--- src/cip_pkg.sv ---
`default_nettype none
package cip_pkg;
    // ************************************************************
    // register offsets (byte addresses)
    // ************************************************************
    localparam logic [7:0] CIP_OFS_INSTR = 8'h00;
    localparam logic [7:0] CIP_OFS_BASE = 8'h04;
    localparam logic [7:0] CIP_OFS_PC = 8'h08;
    localparam logic [7:0] CIP_OFS_FLAGS = 8'h0C;
    localparam logic [7:0] CIP_OFS_STATUS = 8'h10;
    localparam logic [7:0] CIP_OFS_ADDR = 8'h14;
    localparam logic [7:0] CIP_OFS_COUNT = 8'h18;
    // ************************************************************
    // instruction field positions
    // ************************************************************
    localparam int CIP_BIT_COND = 28;
    localparam int CIP_BIT_PRE = 24;
    localparam int CIP_BIT_UP = 23;
    localparam int CIP_BIT_LEN = 22;
    localparam int CIP_BIT_WB = 21;
    localparam int CIP_BIT_LOAD = 20;
    localparam int CIP_BIT_BASE = 16;
    localparam int CIP_BIT_NUM = 8;
    localparam int CIP_BIT_OPTYPE = 4;
    localparam logic [3:0] CIP_CLASS_CDP = 4'hE;
    localparam logic [2:0] CIP_CLASS_XFER = 3'h6;
    localparam logic [3:0] CIP_PC_INDEX = 4'hF;
    // ************************************************************
    // arithmetic and reset values
    // ************************************************************
    localparam logic [31:0] CIP_PC_AHEAD = 32'h0000_0008;
    localparam logic [31:0] CIP_WORD_STEP = 32'h0000_0004;
    localparam logic [31:0] CIP_RST_WORD = 32'h0000_0000;
    localparam logic [3:0] CIP_RST_FLAGS = 4'h0;
    // ************************************************************
    // status bit positions
    // ************************************************************
    localparam int CIP_ST_BUSY = 0;
    localparam int CIP_ST_DONE = 1;
    localparam int CIP_ST_SKIP = 2;
    localparam int CIP_ST_UNDEF = 3;
    localparam int CIP_ST_ABORT = 4;
    localparam int CIP_ST_WB = 5;
endpackage : cip_pkg
`default_nettype wire

--- src/cip_if.sv ---
`timescale 1ns/1ps
`default_nettype none
// shared coprocessor handshake and data lines
interface cip_if;
    logic offer;
    logic [31:0] instr;
    logic absent;
    logic busy;
    logic word_strobe;
    logic [31:0] store_data;
    logic last_word;
    logic load_valid;
    logic [31:0] load_data;
    logic xfer_abort;
    modport core_end (output offer, instr, word_strobe, load_valid, load_data, xfer_abort,
                      input absent, busy, store_data, last_word);
    modport coproc_end (input offer, instr, word_strobe, load_valid, load_data, xfer_abort,
                        output absent, busy, store_data, last_word);
endinterface : cip_if
`default_nettype wire

--- src/cip_core_end.sv ---
// The Wishbone register port and the register addresses are this design's own decisions.
`timescale 1ns/1ps
`default_nettype none
module cip_core_end
(
    // clock and reset
    input wire logic mclk,
    input wire logic rstn,
    // classic wishbone slave
    input wire logic wb_cyc_i,
    input wire logic wb_stb_i,
    input wire logic wb_we_i,
    input wire logic [7:0] wb_adr_i,
    input wire logic [3:0] wb_sel_i,
    input wire logic [31:0] wb_dat_i,
    output logic [31:0] wb_dat_o,
    output logic wb_ack_o,
    // memory port, answers in the cycle of the request
    output logic mem_req,
    output logic mem_we,
    output logic [31:0] mem_addr,
    output logic [31:0] mem_wdata,
    input wire logic [31:0] mem_rdata,
    input wire logic mem_abort,
    // trap pulses
    output logic trap_undef,
    output logic trap_abort,
    // coprocessor side
    cip_if.core_end cp
);
    typedef enum logic [4:0] {
        ST_IDLE = 5'h01,
        ST_OFFER = 5'h02,
        ST_WAIT = 5'h04,
        ST_ISSUE = 5'h08,
        ST_RESP = 5'h10
    } cip_core_state_t;

    // ************************************************************
    // helpers
    // ************************************************************
    // condition test on nzcv
    function automatic logic cond_pass(input logic [3:0] c, input logic [3:0] f);
        logic n;
        logic z;
        logic cy;
        logic v;
        n = f[3];
        z = f[2];
        cy = f[1];
        v = f[0];
        case (c)
            4'h0: cond_pass = z;
            4'h1: cond_pass = !z;
            4'h2: cond_pass = cy;
            4'h3: cond_pass = !cy;
            4'h4: cond_pass = n;
            4'h5: cond_pass = !n;
            4'h6: cond_pass = v;
            4'h7: cond_pass = !v;
            4'h8: cond_pass = cy && !z;
            4'h9: cond_pass = !cy || z;
            4'hA: cond_pass = (n == v);
            4'hB: cond_pass = (n != v);
            4'hC: cond_pass = !z && (n == v);
            4'hD: cond_pass = z || (n != v);
            4'hE: cond_pass = 1'b1;
            default: cond_pass = 1'b0;
        endcase
    endfunction : cond_pass

    // byte-lane merge for wishbone writes
    function automatic logic [31:0] lane_merge(input logic [31:0] old, input logic [31:0] nw,
                                               input logic [3:0] sel);
        logic [31:0] r;
        r = old;
        for (int i = 0; i < 4; i++)
        begin
            if (sel[i])
                r[i*8 +: 8] = nw[i*8 +: 8];
        end
        lane_merge = r;
    endfunction : lane_merge

    // ************************************************************
    // state
    // ************************************************************
    cip_core_state_t state_reg;
    logic [31:0] instr_reg;
    logic [31:0] base_reg;
    logic [31:0] pc_reg;
    logic [3:0] flags_reg;
    logic [5:0] status_reg;
    logic [31:0] addr_reg;
    logic [31:0] modified_reg;
    logic [15:0] busy_cnt_reg;
    logic [15:0] word_cnt_reg;
    logic last_reg;
    logic ack_reg;
    logic [31:0] dat_reg;
    logic offer_seen_reg;

    logic wb_take;
    logic start;
    logic [3:0] base_idx;
    logic [31:0] base_eff;
    logic [31:0] offset;
    logic [31:0] modified;
    logic wb_wanted;
    logic accepted;
    logic refused;

    assign wb_take = wb_cyc_i && wb_stb_i && ack_reg;
    assign start = wb_take && wb_we_i && (wb_adr_i == cip_pkg::CIP_OFS_INSTR)
                   && (state_reg == ST_IDLE);
    assign base_idx = instr_reg[cip_pkg::CIP_BIT_BASE +: 4];
    // pc base sees the pipeline ahead
    assign base_eff = (base_idx == cip_pkg::CIP_PC_INDEX) ? pc_reg + cip_pkg::CIP_PC_AHEAD
                                                          : base_reg;
    assign offset = {22'h000000, instr_reg[7:0], 2'h0}; // word offset as bytes
    assign modified = instr_reg[cip_pkg::CIP_BIT_UP] ? base_eff + offset
                                                     : base_eff - offset;
    // no implicit write-back when post-indexed; pc never written back
    assign wb_wanted = instr_reg[cip_pkg::CIP_BIT_WB] && (base_idx != cip_pkg::CIP_PC_INDEX);
    assign accepted = !cp.absent && !cp.busy;
    assign refused = cp.absent && cp.busy;

    // ************************************************************
    // wishbone slave: ack one cycle after request, data with it
    // ************************************************************
    always_ff @(posedge mclk or negedge rstn)
    begin
        if (!rstn)
        begin
            ack_reg <= 1'b0;
            dat_reg <= cip_pkg::CIP_RST_WORD;
        end
        else
        begin
            ack_reg <= wb_cyc_i && wb_stb_i && !ack_reg;
            case (wb_adr_i)
                cip_pkg::CIP_OFS_INSTR: dat_reg <= instr_reg;
                cip_pkg::CIP_OFS_BASE: dat_reg <= base_reg;
                cip_pkg::CIP_OFS_PC: dat_reg <= pc_reg;
                cip_pkg::CIP_OFS_FLAGS: dat_reg <= {28'h0000000, flags_reg};
                cip_pkg::CIP_OFS_STATUS: dat_reg <= {26'h0000000, status_reg};
                cip_pkg::CIP_OFS_ADDR: dat_reg <= addr_reg;
                cip_pkg::CIP_OFS_COUNT: dat_reg <= {busy_cnt_reg, word_cnt_reg};
                default: dat_reg <= cip_pkg::CIP_RST_WORD; // unmapped reads zero
            endcase
        end
    end
    assign wb_ack_o = ack_reg;
    assign wb_dat_o = dat_reg;

    // software-owned registers; base also takes write-back
    always_ff @(posedge mclk or negedge rstn)
    begin
        if (!rstn)
        begin
            instr_reg <= cip_pkg::CIP_RST_WORD;
            base_reg <= cip_pkg::CIP_RST_WORD;
            pc_reg <= cip_pkg::CIP_RST_WORD;
            flags_reg <= cip_pkg::CIP_RST_FLAGS;
        end
        else
        begin
            if (start)
                instr_reg <= lane_merge(instr_reg, wb_dat_i, wb_sel_i);
            if (wb_take && wb_we_i && state_reg == ST_IDLE)
            begin
                if (wb_adr_i == cip_pkg::CIP_OFS_PC)
                    pc_reg <= lane_merge(pc_reg, wb_dat_i, wb_sel_i);
                if (wb_adr_i == cip_pkg::CIP_OFS_FLAGS)
                    flags_reg <= 4'(lane_merge({28'h0000000, flags_reg}, wb_dat_i, wb_sel_i));
                if (wb_adr_i == cip_pkg::CIP_OFS_BASE)
                    base_reg <= lane_merge(base_reg, wb_dat_i, wb_sel_i);
            end
            // write-back at end of transfer, aborted or not
            if (state_reg == ST_RESP && (mem_abort || last_reg) && wb_wanted)
                base_reg <= modified_reg;
        end
    end

    // ************************************************************
    // instruction sequencer
    // ************************************************************
    always_ff @(posedge mclk or negedge rstn)
    begin
        if (!rstn)
        begin
            state_reg <= ST_IDLE;
            status_reg <= 6'h00;
            addr_reg <= cip_pkg::CIP_RST_WORD;
            modified_reg <= cip_pkg::CIP_RST_WORD;
            busy_cnt_reg <= 16'h0000;
            word_cnt_reg <= 16'h0000;
            last_reg <= 1'b0;
            trap_undef <= 1'b0;
            trap_abort <= 1'b0;
            cp.offer <= 1'b0;
            offer_seen_reg <= 1'b0;
        end
        else
        begin
            trap_undef <= 1'b0;
            trap_abort <= 1'b0;
            // offer as it stood one edge ago: the answer lags the offer by one edge
            offer_seen_reg <= cp.offer;
            case (state_reg)
                ST_IDLE:
                begin
                    if (start)
                    begin
                        status_reg <= 6'h01;
                        busy_cnt_reg <= 16'h0000;
                        word_cnt_reg <= 16'h0000;
                        state_reg <= ST_OFFER;
                    end
                end
                ST_OFFER:
                begin
                    // failed condition: not executed, nothing offered
                    if (!cond_pass(instr_reg[cip_pkg::CIP_BIT_COND +: 4], flags_reg))
                    begin
                        status_reg <= 6'h06;
                        state_reg <= ST_IDLE;
                    end
                    else
                    begin
                        cp.offer <= 1'b1;
                        modified_reg <= modified;
                        addr_reg <= instr_reg[cip_pkg::CIP_BIT_PRE] ? modified
                                                                    : base_eff;
                        state_reg <= ST_WAIT;
                    end
                end
                ST_WAIT:
                begin
                    // first offered edge still shows the idle refusal, so it is skipped
                    if (offer_seen_reg && refused)
                    begin
                        cp.offer <= 1'b0;
                        trap_undef <= 1'b1;
                        status_reg <= 6'h0A;
                        state_reg <= ST_IDLE;
                    end
                    else if (offer_seen_reg && accepted)
                    begin
                        cp.offer <= 1'b0;
                        // only bit 4 and bits 24-27 steer the class
                        if (instr_reg[27:24] == cip_pkg::CIP_CLASS_CDP
                            && !instr_reg[cip_pkg::CIP_BIT_OPTYPE])
                        begin
                            status_reg <= 6'h02; // no wait for the operation
                            state_reg <= ST_IDLE;
                        end
                        else
                            state_reg <= ST_ISSUE;
                    end
                    else if (offer_seen_reg && cp.busy)
                        busy_cnt_reg <= busy_cnt_reg + 16'h0001; // b cycles
                end
                ST_ISSUE:
                begin
                    // coprocessor data and length are sampled here
                    last_reg <= cp.last_word;
                    word_cnt_reg <= word_cnt_reg + 16'h0001;
                    state_reg <= ST_RESP;
                end
                ST_RESP:
                begin
                    if (mem_abort)
                    begin
                        trap_abort <= 1'b1;
                        status_reg <= {wb_wanted, 5'h12};
                        state_reg <= ST_IDLE;
                    end
                    else if (last_reg)
                    begin
                        status_reg <= {wb_wanted, 5'h02};
                        state_reg <= ST_IDLE;
                    end
                    else
                    begin
                        addr_reg <= addr_reg + cip_pkg::CIP_WORD_STEP;
                        state_reg <= ST_ISSUE;
                    end
                end
                default: state_reg <= ST_IDLE;
            endcase
        end
    end

    // ************************************************************
    // memory and word strobes
    // ************************************************************
    // full address incl. low bits goes out untouched
    always_ff @(posedge mclk or negedge rstn)
    begin
        if (!rstn)
        begin
            mem_req <= 1'b0;
            mem_we <= 1'b0;
            mem_addr <= cip_pkg::CIP_RST_WORD;
            mem_wdata <= cip_pkg::CIP_RST_WORD;
            cp.word_strobe <= 1'b0;
            cp.load_valid <= 1'b0;
            cp.load_data <= cip_pkg::CIP_RST_WORD;
            cp.xfer_abort <= 1'b0;
        end
        else
        begin
            mem_req <= (state_reg == ST_ISSUE);
            cp.word_strobe <= (state_reg == ST_ISSUE);
            cp.load_valid <= (state_reg == ST_RESP) && !mem_abort && mem_we_load();
            cp.xfer_abort <= (state_reg == ST_RESP) && mem_abort;
            if (state_reg == ST_ISSUE)
            begin
                mem_we <= !instr_reg[cip_pkg::CIP_BIT_LOAD];
                mem_addr <= addr_reg;
                mem_wdata <= cp.store_data;
            end
            if (state_reg == ST_RESP)
                cp.load_data <= mem_rdata;
        end
    end

    // load direction of the held instruction
    function automatic logic mem_we_load();
        mem_we_load = instr_reg[cip_pkg::CIP_BIT_LOAD];
    endfunction : mem_we_load

    assign cp.instr = instr_reg;
endmodule : cip_core_end
`default_nettype wire

--- src/flat_wrapper.sv ---
// flat-port wrapper written by rule: the top's interface ports become plain ports
module cip_core_end_flat 
  (mclk, rstn, wb_cyc_i, wb_stb_i, wb_we_i, wb_adr_i, wb_sel_i, wb_dat_i, wb_dat_o, wb_ack_o, mem_req, mem_we, mem_addr, mem_wdata, mem_rdata, mem_abort, trap_undef, trap_abort, cp_offer, cp_instr, cp_word_strobe, cp_load_valid, cp_load_data, cp_xfer_abort, cp_absent, cp_busy, cp_store_data, cp_last_word);
  cip_if cp_i ();
  input wire logic mclk;
  input wire logic rstn;
  input wire logic wb_cyc_i;
  input wire logic wb_stb_i;
  input wire logic wb_we_i;
  input wire logic [7:0] wb_adr_i;
  input wire logic [3:0] wb_sel_i;
  input wire logic [31:0] wb_dat_i;
  output logic [31:0] wb_dat_o;
  output logic wb_ack_o;
  output logic mem_req;
  output logic mem_we;
  output logic [31:0] mem_addr;
  output logic [31:0] mem_wdata;
  input wire logic [31:0] mem_rdata;
  input wire logic mem_abort;
  output logic trap_undef;
  output logic trap_abort;
  output wire logic [$bits(cp_i.offer)-1:0] cp_offer;
  output wire logic [$bits(cp_i.instr)-1:0] cp_instr;
  output wire logic [$bits(cp_i.word_strobe)-1:0] cp_word_strobe;
  output wire logic [$bits(cp_i.load_valid)-1:0] cp_load_valid;
  output wire logic [$bits(cp_i.load_data)-1:0] cp_load_data;
  output wire logic [$bits(cp_i.xfer_abort)-1:0] cp_xfer_abort;
  input wire logic [$bits(cp_i.absent)-1:0] cp_absent;
  input wire logic [$bits(cp_i.busy)-1:0] cp_busy;
  input wire logic [$bits(cp_i.store_data)-1:0] cp_store_data;
  input wire logic [$bits(cp_i.last_word)-1:0] cp_last_word;
  assign cp_offer = cp_i.offer;
  assign cp_instr = cp_i.instr;
  assign cp_word_strobe = cp_i.word_strobe;
  assign cp_load_valid = cp_i.load_valid;
  assign cp_load_data = cp_i.load_data;
  assign cp_xfer_abort = cp_i.xfer_abort;
  assign cp_i.absent = cp_absent;
  assign cp_i.busy = cp_busy;
  assign cp_i.store_data = cp_store_data;
  assign cp_i.last_word = cp_last_word;
  cip_core_end u_core (.mclk(mclk), .rstn(rstn), .wb_cyc_i(wb_cyc_i), .wb_stb_i(wb_stb_i), .wb_we_i(wb_we_i), .wb_adr_i(wb_adr_i), .wb_sel_i(wb_sel_i), .wb_dat_i(wb_dat_i), .wb_dat_o(wb_dat_o), .wb_ack_o(wb_ack_o), .mem_req(mem_req), .mem_we(mem_we), .mem_addr(mem_addr), .mem_wdata(mem_wdata), .mem_rdata(mem_rdata), .mem_abort(mem_abort), .trap_undef(trap_undef), .trap_abort(trap_abort), .cp(cp_i));
endmodule
--- config.mk ---
export PLATFORM = sky130hd
export DESIGN_NAME = cip_core_end_flat
export DESIGN_NICKNAME = d
export VERILOG_FILES = /design/src/cip_pkg.sv /design/src/cip_if.sv /design/src/cip_core_end.sv /design/src/flat_wrapper.sv
export SDC_FILE = /design/constraint.sdc
export NUM_CORES = 1
export LEC_CHECK = 0
export ABC_AREA = 0
export BUFFER_PORTS_ARGS = -buffer_cell sky130_fd_sc_hd__buf_2
export CORE_MARGIN = 4
export CORE_UTILIZATION = 35
export CTS_BUF_LIST = sky130_fd_sc_hd__clkbuf_8 sky130_fd_sc_hd__clkbuf_16
export DETAILED_ROUTE_END_ITERATION = 8
export PLACE_DENSITY = 0.57
export SLEW_MARGIN = 20
export SYNTH_ARGS = -nofsm -noshare
export SYNTH_HDL_FRONTEND = slang
export SYNTH_SLANG_ARGS = --single-unit
--- constraint.sdc ---
create_clock -name mclk -period 5.5 [get_ports mclk]
set_input_delay 0.275 -clock mclk [delete_from_list [all_inputs] [get_ports mclk]]
set_output_delay 0.275 -clock mclk [all_outputs]
set_load 0.1 [all_outputs]
# Word level (Yosys, flattened, before mapping)
# Cells that the tools add are included.
totals:
  regBits: 345
  in_bits: 117
  output_inout_bits: 169
  word_cells: 194
op_classes:
  addsub: 6
  eq_ne: 41
  muxes: 47
  n_reduce_logical: 67
ops:
  columns: ["operator", "n"]
  rows:
  - ["32-bit 2-to-1 mux", 9]
  - ["32-bit case mux with 7 select lines", 1]
  - ["16-bit 2-to-1 mux", 4]
  - ["16-bit case mux with 2 select lines", 2]
  - ["32-bit case mux with 2 select lines", 1]
  - ["6-bit 2-to-1 mux", 7]
  - ["4-bit equality test, second input constant", 9]
  - ["16-bit by 1-bit adder with 16-bit output, second input constant", 2]
  - ["32-bit by 10-bit adder with 32-bit output", 1]
  - ["32-bit by 3-bit adder with 32-bit output, second input constant", 1]
  - ["32-bit by 4-bit adder with 32-bit output, second input constant", 1]
  - ["8-bit 2-to-1 mux", 4]
  - ["32-bit by 10-bit subtractor with 32-bit output", 1]
  - ["3-bit AND reduction", 10]
  - ["5-bit case mux with 5 select lines", 1]
  - ["8-bit by 5-bit equality test with 1-bit output, second input constant", 3]
  - ["6-bit case mux with 4 select lines", 1]
  - ["1-bit logical AND", 21]
  - ["5-bit 2-to-1 mux", 4]
  - ["2-bit nonzero test", 10]
  - ["4-bit by 3-bit equality test with 1-bit output, second input constant", 4]
  - ["8-bit by 4-bit equality test with 1-bit output, second input constant", 2]
  - ["1-bit case mux with 15 select lines", 1]
  - ["2-bit AND reduction", 7]
  - ["other kinds (27)", 54]

# Logic depth before layout (Yosys ltp)
depth:
  ltp_word: 7
  mapped_depth: 17
  depth_no_buf: 17

# Worst setup path after synthesis
# No wires, ideal clock.
synth_path:
  kind: "reg-to-reg"
  start: "reg u_core.instr_reg[2] (netlist: u_core.cp.instr[2])"
  end: "reg u_core.modified_reg[25]"
  setup_time_ps: 125
  arrival_time_ps: 4276
  t_required_ps: 5375
  slack_ps: 1099
  path_stages_with_launch: 16
  path_buffers: 0
  period_less_slack_ps: 4401
  path_cell_list: "dfrtp_1 > nor2_1 > nor4b_1 > nor3b_1 > ha_1 > mux2_2 > ha_1 > a41oi_1 > o21ai_0 > and2_1 > o31ai_1 > o21ai_2 > a21boi_0 > o31ai_1 > xnor2_1 > mux2_2"
synth_via:
  elab_chain_cells: 2
  word_cells_on_any_way: 3
  cone_classes: "2 x add/sub; 1 x mux"
synth_lines:
  columns: ["element", "line_no", "rtl"]
  rows:
  - ["from (decl)", "cip_core_end.sv:89", "logic [31:0] instr_reg;"]
  - ["from (signal assigned)", "cip_core_end.sv:161", "instr_reg <= cip_pkg::CIP_RST_WORD;"]
  - ["from (signal assigned)", "cip_core_end.sv:169", "instr_reg <= lane_merge(instr_reg, wb_dat_i, wb_sel_i);"]
  - ["32-bit by 10-bit subtractor with 32-bit output or 32-bit by 10-bit adder with 32-bit output (tied branches)", "cip_core_end.sv:122, cip_core_end.sv:121", null]
  - ["32-bit 2-to-1 mux *", "cip_core_end.sv:121", "assign modified = instr_reg[cip_pkg::CIP_BIT_UP] ? base_eff + offset"]
  - ["to (signal assigned)", "cip_core_end.sv:195", "modified_reg <= cip_pkg::CIP_RST_WORD;"]
  - ["to (signal assigned)", "cip_core_end.sv:232", "modified_reg <= modified;"]
  - ["to (decl)", "cip_core_end.sv:95", "logic [31:0] modified_reg;"]
# Mark *: on every way between the ends. The rest lies on a longest branch, timed or not.
# A chain may end at the register's enable or synchronous reset.

# Final worst setup path
layout_path:
  start: "reg u_core.instr_reg[2] (netlist: u_core.cp.instr[2])"
  end: "reg u_core.addr_reg[30]"
layout_via:
  elab_chain_cells: 5
  word_cells_on_any_way: 6
  cone_classes: "2 x add/sub; 4 x mux"
layout_lines:
  columns: ["element", "line_no", "rtl"]
  rows:
  - ["32-bit by 10-bit subtractor with 32-bit output or 32-bit by 10-bit adder with 32-bit output (tied branches)", "cip_core_end.sv:122, cip_core_end.sv:121", null]
  - ["32-bit 2-to-1 mux *", "cip_core_end.sv:121", null]
  - ["32-bit 2-to-1 mux *", "cip_core_end.sv:233", "addr_reg <= instr_reg[cip_pkg::CIP_BIT_PRE] ? modified"]
  - ["32-bit 2-to-1 mux *", "cip_core_end.sv:224", "if (!cond_pass(instr_reg[cip_pkg::CIP_BIT_COND +: 4], flags_reg))"]
  - ["32-bit case mux with 2 select lines *", "cip_core_end.sv:210", "case (state_reg)"]
  - ["to (signal assigned)", "cip_core_end.sv:194", "addr_reg <= cip_pkg::CIP_RST_WORD;"]
  - ["to (signal assigned)", "cip_core_end.sv:233", null]
  - ["to (signal assigned)", "cip_core_end.sv:286", "addr_reg <= addr_reg + cip_pkg::CIP_WORD_STEP;"]
  - ["to (decl)", "cip_core_end.sv:94", "logic [31:0] addr_reg;"]
# Mark *: on every way between the ends. The rest lies on a longest branch, timed or not. The select of a mux whose other input is x is not followed.

==> impl_results.md <==
* Synth Flop Type: dfrtp_1
* Hold path depth at 2
* Hold path startpoint: wb_dat_i[3]
* FFs w/ async S/R, synth at 100%
* Post-CTS setup buffers at 0
* Placed Instances at between 2,000 and 3,000
* Placed inst area at 20,100 µm²
* Synth Instances at ~2,000
* Combinational power share at between 6 and 7%
* Mapped Area at 18,000 µm²
* Tot Pwr at 5.79 mW
* Arrival time at the worst endpoint at between 5 and 6 ns
* Most frequent cells in the layout: 502 x nand2_1, 343 x dfrtp_1, 284 x buf_2
* Leak at 10.6 nW
* HP Class: in2reg
* CP max FO at 6
* # H-tree levels at 2
* PwrDens at 259 nW/µm²
* Initial antenna violation count at 1
* Hold Vio Cnt, Final at 0
* Grt ovf at 0
* Worst setup SP type: flop
* Worst Skew at about 0.016 ns
* Clock Path Buffers at 3
* Max-cap violations at 0
* FP Rows at 82
* PnR worst setup slack at between 0.5 and 0.6 ns
* Mean area per synthesized cell at around 9 µm²
* # DRC at 0
* Final ANT Viol Nets at 0
* Final std cells w/o fill at 2,991
* Via count at 16,100
* Initial Util at a little over a third
* EDFF count, synth at 0
* CP peak stage delay at slightly below 0.6 ns
* Reg-to-reg endpoint: u_core.addr_reg[30]$_DFFE_PN0P_
* Die Y at between 200 and 250 µm
* Status: complete, no violations
* Yosys cell types at 78
* Clk_lat worst skew at 0.57 ns
* Setup WS pre-CTS at roughly 0.69 ns
* PostCTS Resize Cnt at 0
* Period utilization at between 90 and 100%
* Register bit total from synthesis at between 300 and 400
* Post-synthesis sequential area ratio at 47.8%
* TritonRoute pass-1 iters at 5
* WS Path Type: reg2reg
* Commonest non-fill, non-tap cell in the layout: nand2_1
* Final setup fails at 0
* CTS Sinks at 344
* First-pass GRT wire length at 98,800 µm
* Total Routed Length at 64,200 µm
* Syn. warnings at 0
* RSZ-0062 raised after global routing: false
* Root buf cell: clkbuf_16
* CP Launch Point: u_core.cp.instr[2]$_DFFE_PN0P_
* CTS Hold Buffers Added at 83
* Routability cong. at 0.939
* Clock Power Share at between 40% and 50%
* Total GRT Usage at 22.6%
* Area Overhead vs Synth at 24.3%
* Setup Total Neg Slack at 0 ns
* FF-to-FF path depth at 15
* CTS Buf Count at 42
* Crit path max-delay family: compound AO/OA/AOI/OAI gates
* Via density at about 5.4
* Vias in the first global route at 16,100
* Core Region at 50,500 µm²
* Slew at the pin closest to its max-slew limit at slightly below 1 ns
* Max Freq at 201 MHz
* IO Pins at 286
* Peak supply drop at 0.179 mV
* Critical path cell sequence: nor2_1 > nor4b_1 > nor3b_1 > ha_1 > mux2_2 > ha_1 > a41oi_1 > o21ai_0 > a221o_2 > a211oi_1 > o21ai_0 > a21oi_1 > xnor2_1 > nand2_1 > a21oi_1
* DRT iter0 DRCs at ~1,200
* Slowest library cell on the worst path: nor4b_1
* Worst r2r src: u_core.cp.instr[2]$_DFFE_PN0P_
* Die area at roughly 55,000 µm²
* I/O Buffers at 285
* Internal power at 4.36 mW
* Chip Width at around 230 µm
* R2R Setup Slk at roughly 0.52 ns
* Mapped Nets at 2,095
* Largest net degree at the start of global routing at roughly 150
* Switching Share at 24.6%
* Design area at 22,400 µm²
* Slew Limit Fails at 0
* WP data required at between 5 and 6 ns
* Avg WL per Cell at 21.5 µm
* Switch Pwr at 1.42 mW
* CP Buf/Inv Count at 0
* Sequential power share at between 40 and 50%
* Layout cells sized above 1 at 22.5%
* Nets at 2,440
* Post-DP HPWL at 45,200 µm
* Clk pin slew, worst setup/hold paths at 0.06 ns
* Tmin final at 4.98 ns
* CTS tree: done
* Crit end category: flop
* Worst hold endpoint: u_core.pc_reg[3]$_DFFE_PN0P_
* Slew margin rel. at between 30% and 40%
cell type report:
type	count	area (µm²)
fillers	4950	28100
multi-input cells	1475	8930
flip-flops and latches	344	8610
repair buffers	396	2490
clock buffers	53	1210
well taps	672	841
clock inverters	22	190
inverters	28	105
diodes	1	2.50
Yosys cell counts, drive strengths merged, types with 3 or more instances:
library cell	number	share of area [%]
nand4	19	0.66
o21ai	172	4.8
a21boi	3	0.15
o22a	3	0.15
xor2	51	2.5
a22oi	51	2.1
mux4	4	0.50
mux2i	50	2.8
o21bai	7	0.29
nand2	504	11
clkbuf	71	1.5
or3	13	0.45
nor3b	7	0.32
o211ai	3	0.13
a21oi	111	3.1
and3	24	0.83
and2	13	0.45
nand2b	4	0.18
and4	8	0.39
a221oi	4	0.19
inv	28	0.58
o32ai	4	0.19
mux2	99	6.2
ha	35	2.4
a211oi	9	0.50
nor4b	3	0.23
o21a	8	0.33
nor2	99	2.1
a221o	3	0.17
nor4	4	0.17
nor2b	3	0.10
dfrtp	343	48
a21o	18	0.75
o22ai	4	0.14
xnor2	31	1.5
or2	4	0.15
o31ai	6	0.25
nand3	42	1.2
nor3	19	0.70
a31oi	9	0.31
a32oi	3	0.15
buf	24	0.81
worst max path at each step:
| stage | endpoint | depth (start not counted) |
|---|---|---|
| CTS | u_core.addr_reg[30]$_DFFE_PN0P_ | 15 |
| detailed placement | u_core.addr_reg[30]$_DFFE_PN0P_ | 15 |
| global route | u_core.modified_reg[25]$_DFFE_PN0P_ | 15 |
| finish | u_core.addr_reg[30]$_DFFE_PN0P_ | 15 |
| global placement | u_core.addr_reg[30]$_DFFE_PN0P_ | 15 |
| floorplan | u_core.modified_reg[25]$_DFFE_PN0P_ | 15 |
per-stage QoR:
| stage | hold WS [ns] | utilization [%] |
|---|---|---|
| floorplan | -0.0206 | - |
| global placement | 0.330 | 39.9 |
| detailed placement | 0.323 | 39.9 |
| CTS | 0.000393 | 44.3 |
| global route | 0.0115 | 44.3 |
| finish | 0.0285 | 44.3 |
power groups by stage:
stage / logic, mW / registers [mW] / clock network, mW
after global routing: 0.406 / 2.58 / 3.01
after detailed placement: 0.334 / 2.62 / 0
after CTS: 0.381 / 2.58 / 2.91
after global placement: 0.331 / 2.62 / 0
after floorplan: 0.0674 / 2.73 / 0
final: 0.378 / 2.58 / 2.83
kinds of logic after synthesis:
kind of cell / after synthesis / synth area share [%]
AND/OR/NAND/NOR: 775 / 18.9
AO/OA/AOI/OAI: 429 / 14.4
flip-flops: 344 / 47.8
multiplexers: 153 / 9.47
buffers and inverters: 123 / 2.87
XOR/XNOR: 82 / 3.99
adder cells (fa/ha/maj): 36 / 2.54
routing by layer:
layer  up-vias  routed length (µm)  GRT usage (%)
met5         -                   0              0
met4         0                2170           7.45
met3       122                3940           4.46
met2       550               30300           37.0
met1      7937               27800           30.1
li1       7449                   -              -
worst reg2reg max path, stage by stage (launching register included):
cell      delay, ns
dfrtp_1        0.44
nor2_1         0.20
nor4b_1        0.58
nor3b_1        0.54
ha_1           0.33
mux2_2         0.26
ha_1           0.38
a41oi_1        0.22
o21ai_0        0.17
a221o_2        0.51
a211oi_1       0.46
o21ai_0        0.19
a21oi_1        0.21
xnor2_1        0.16
nand2_1        0.09
a21oi_1        0.17
Power figures use the tool's default switching activity.
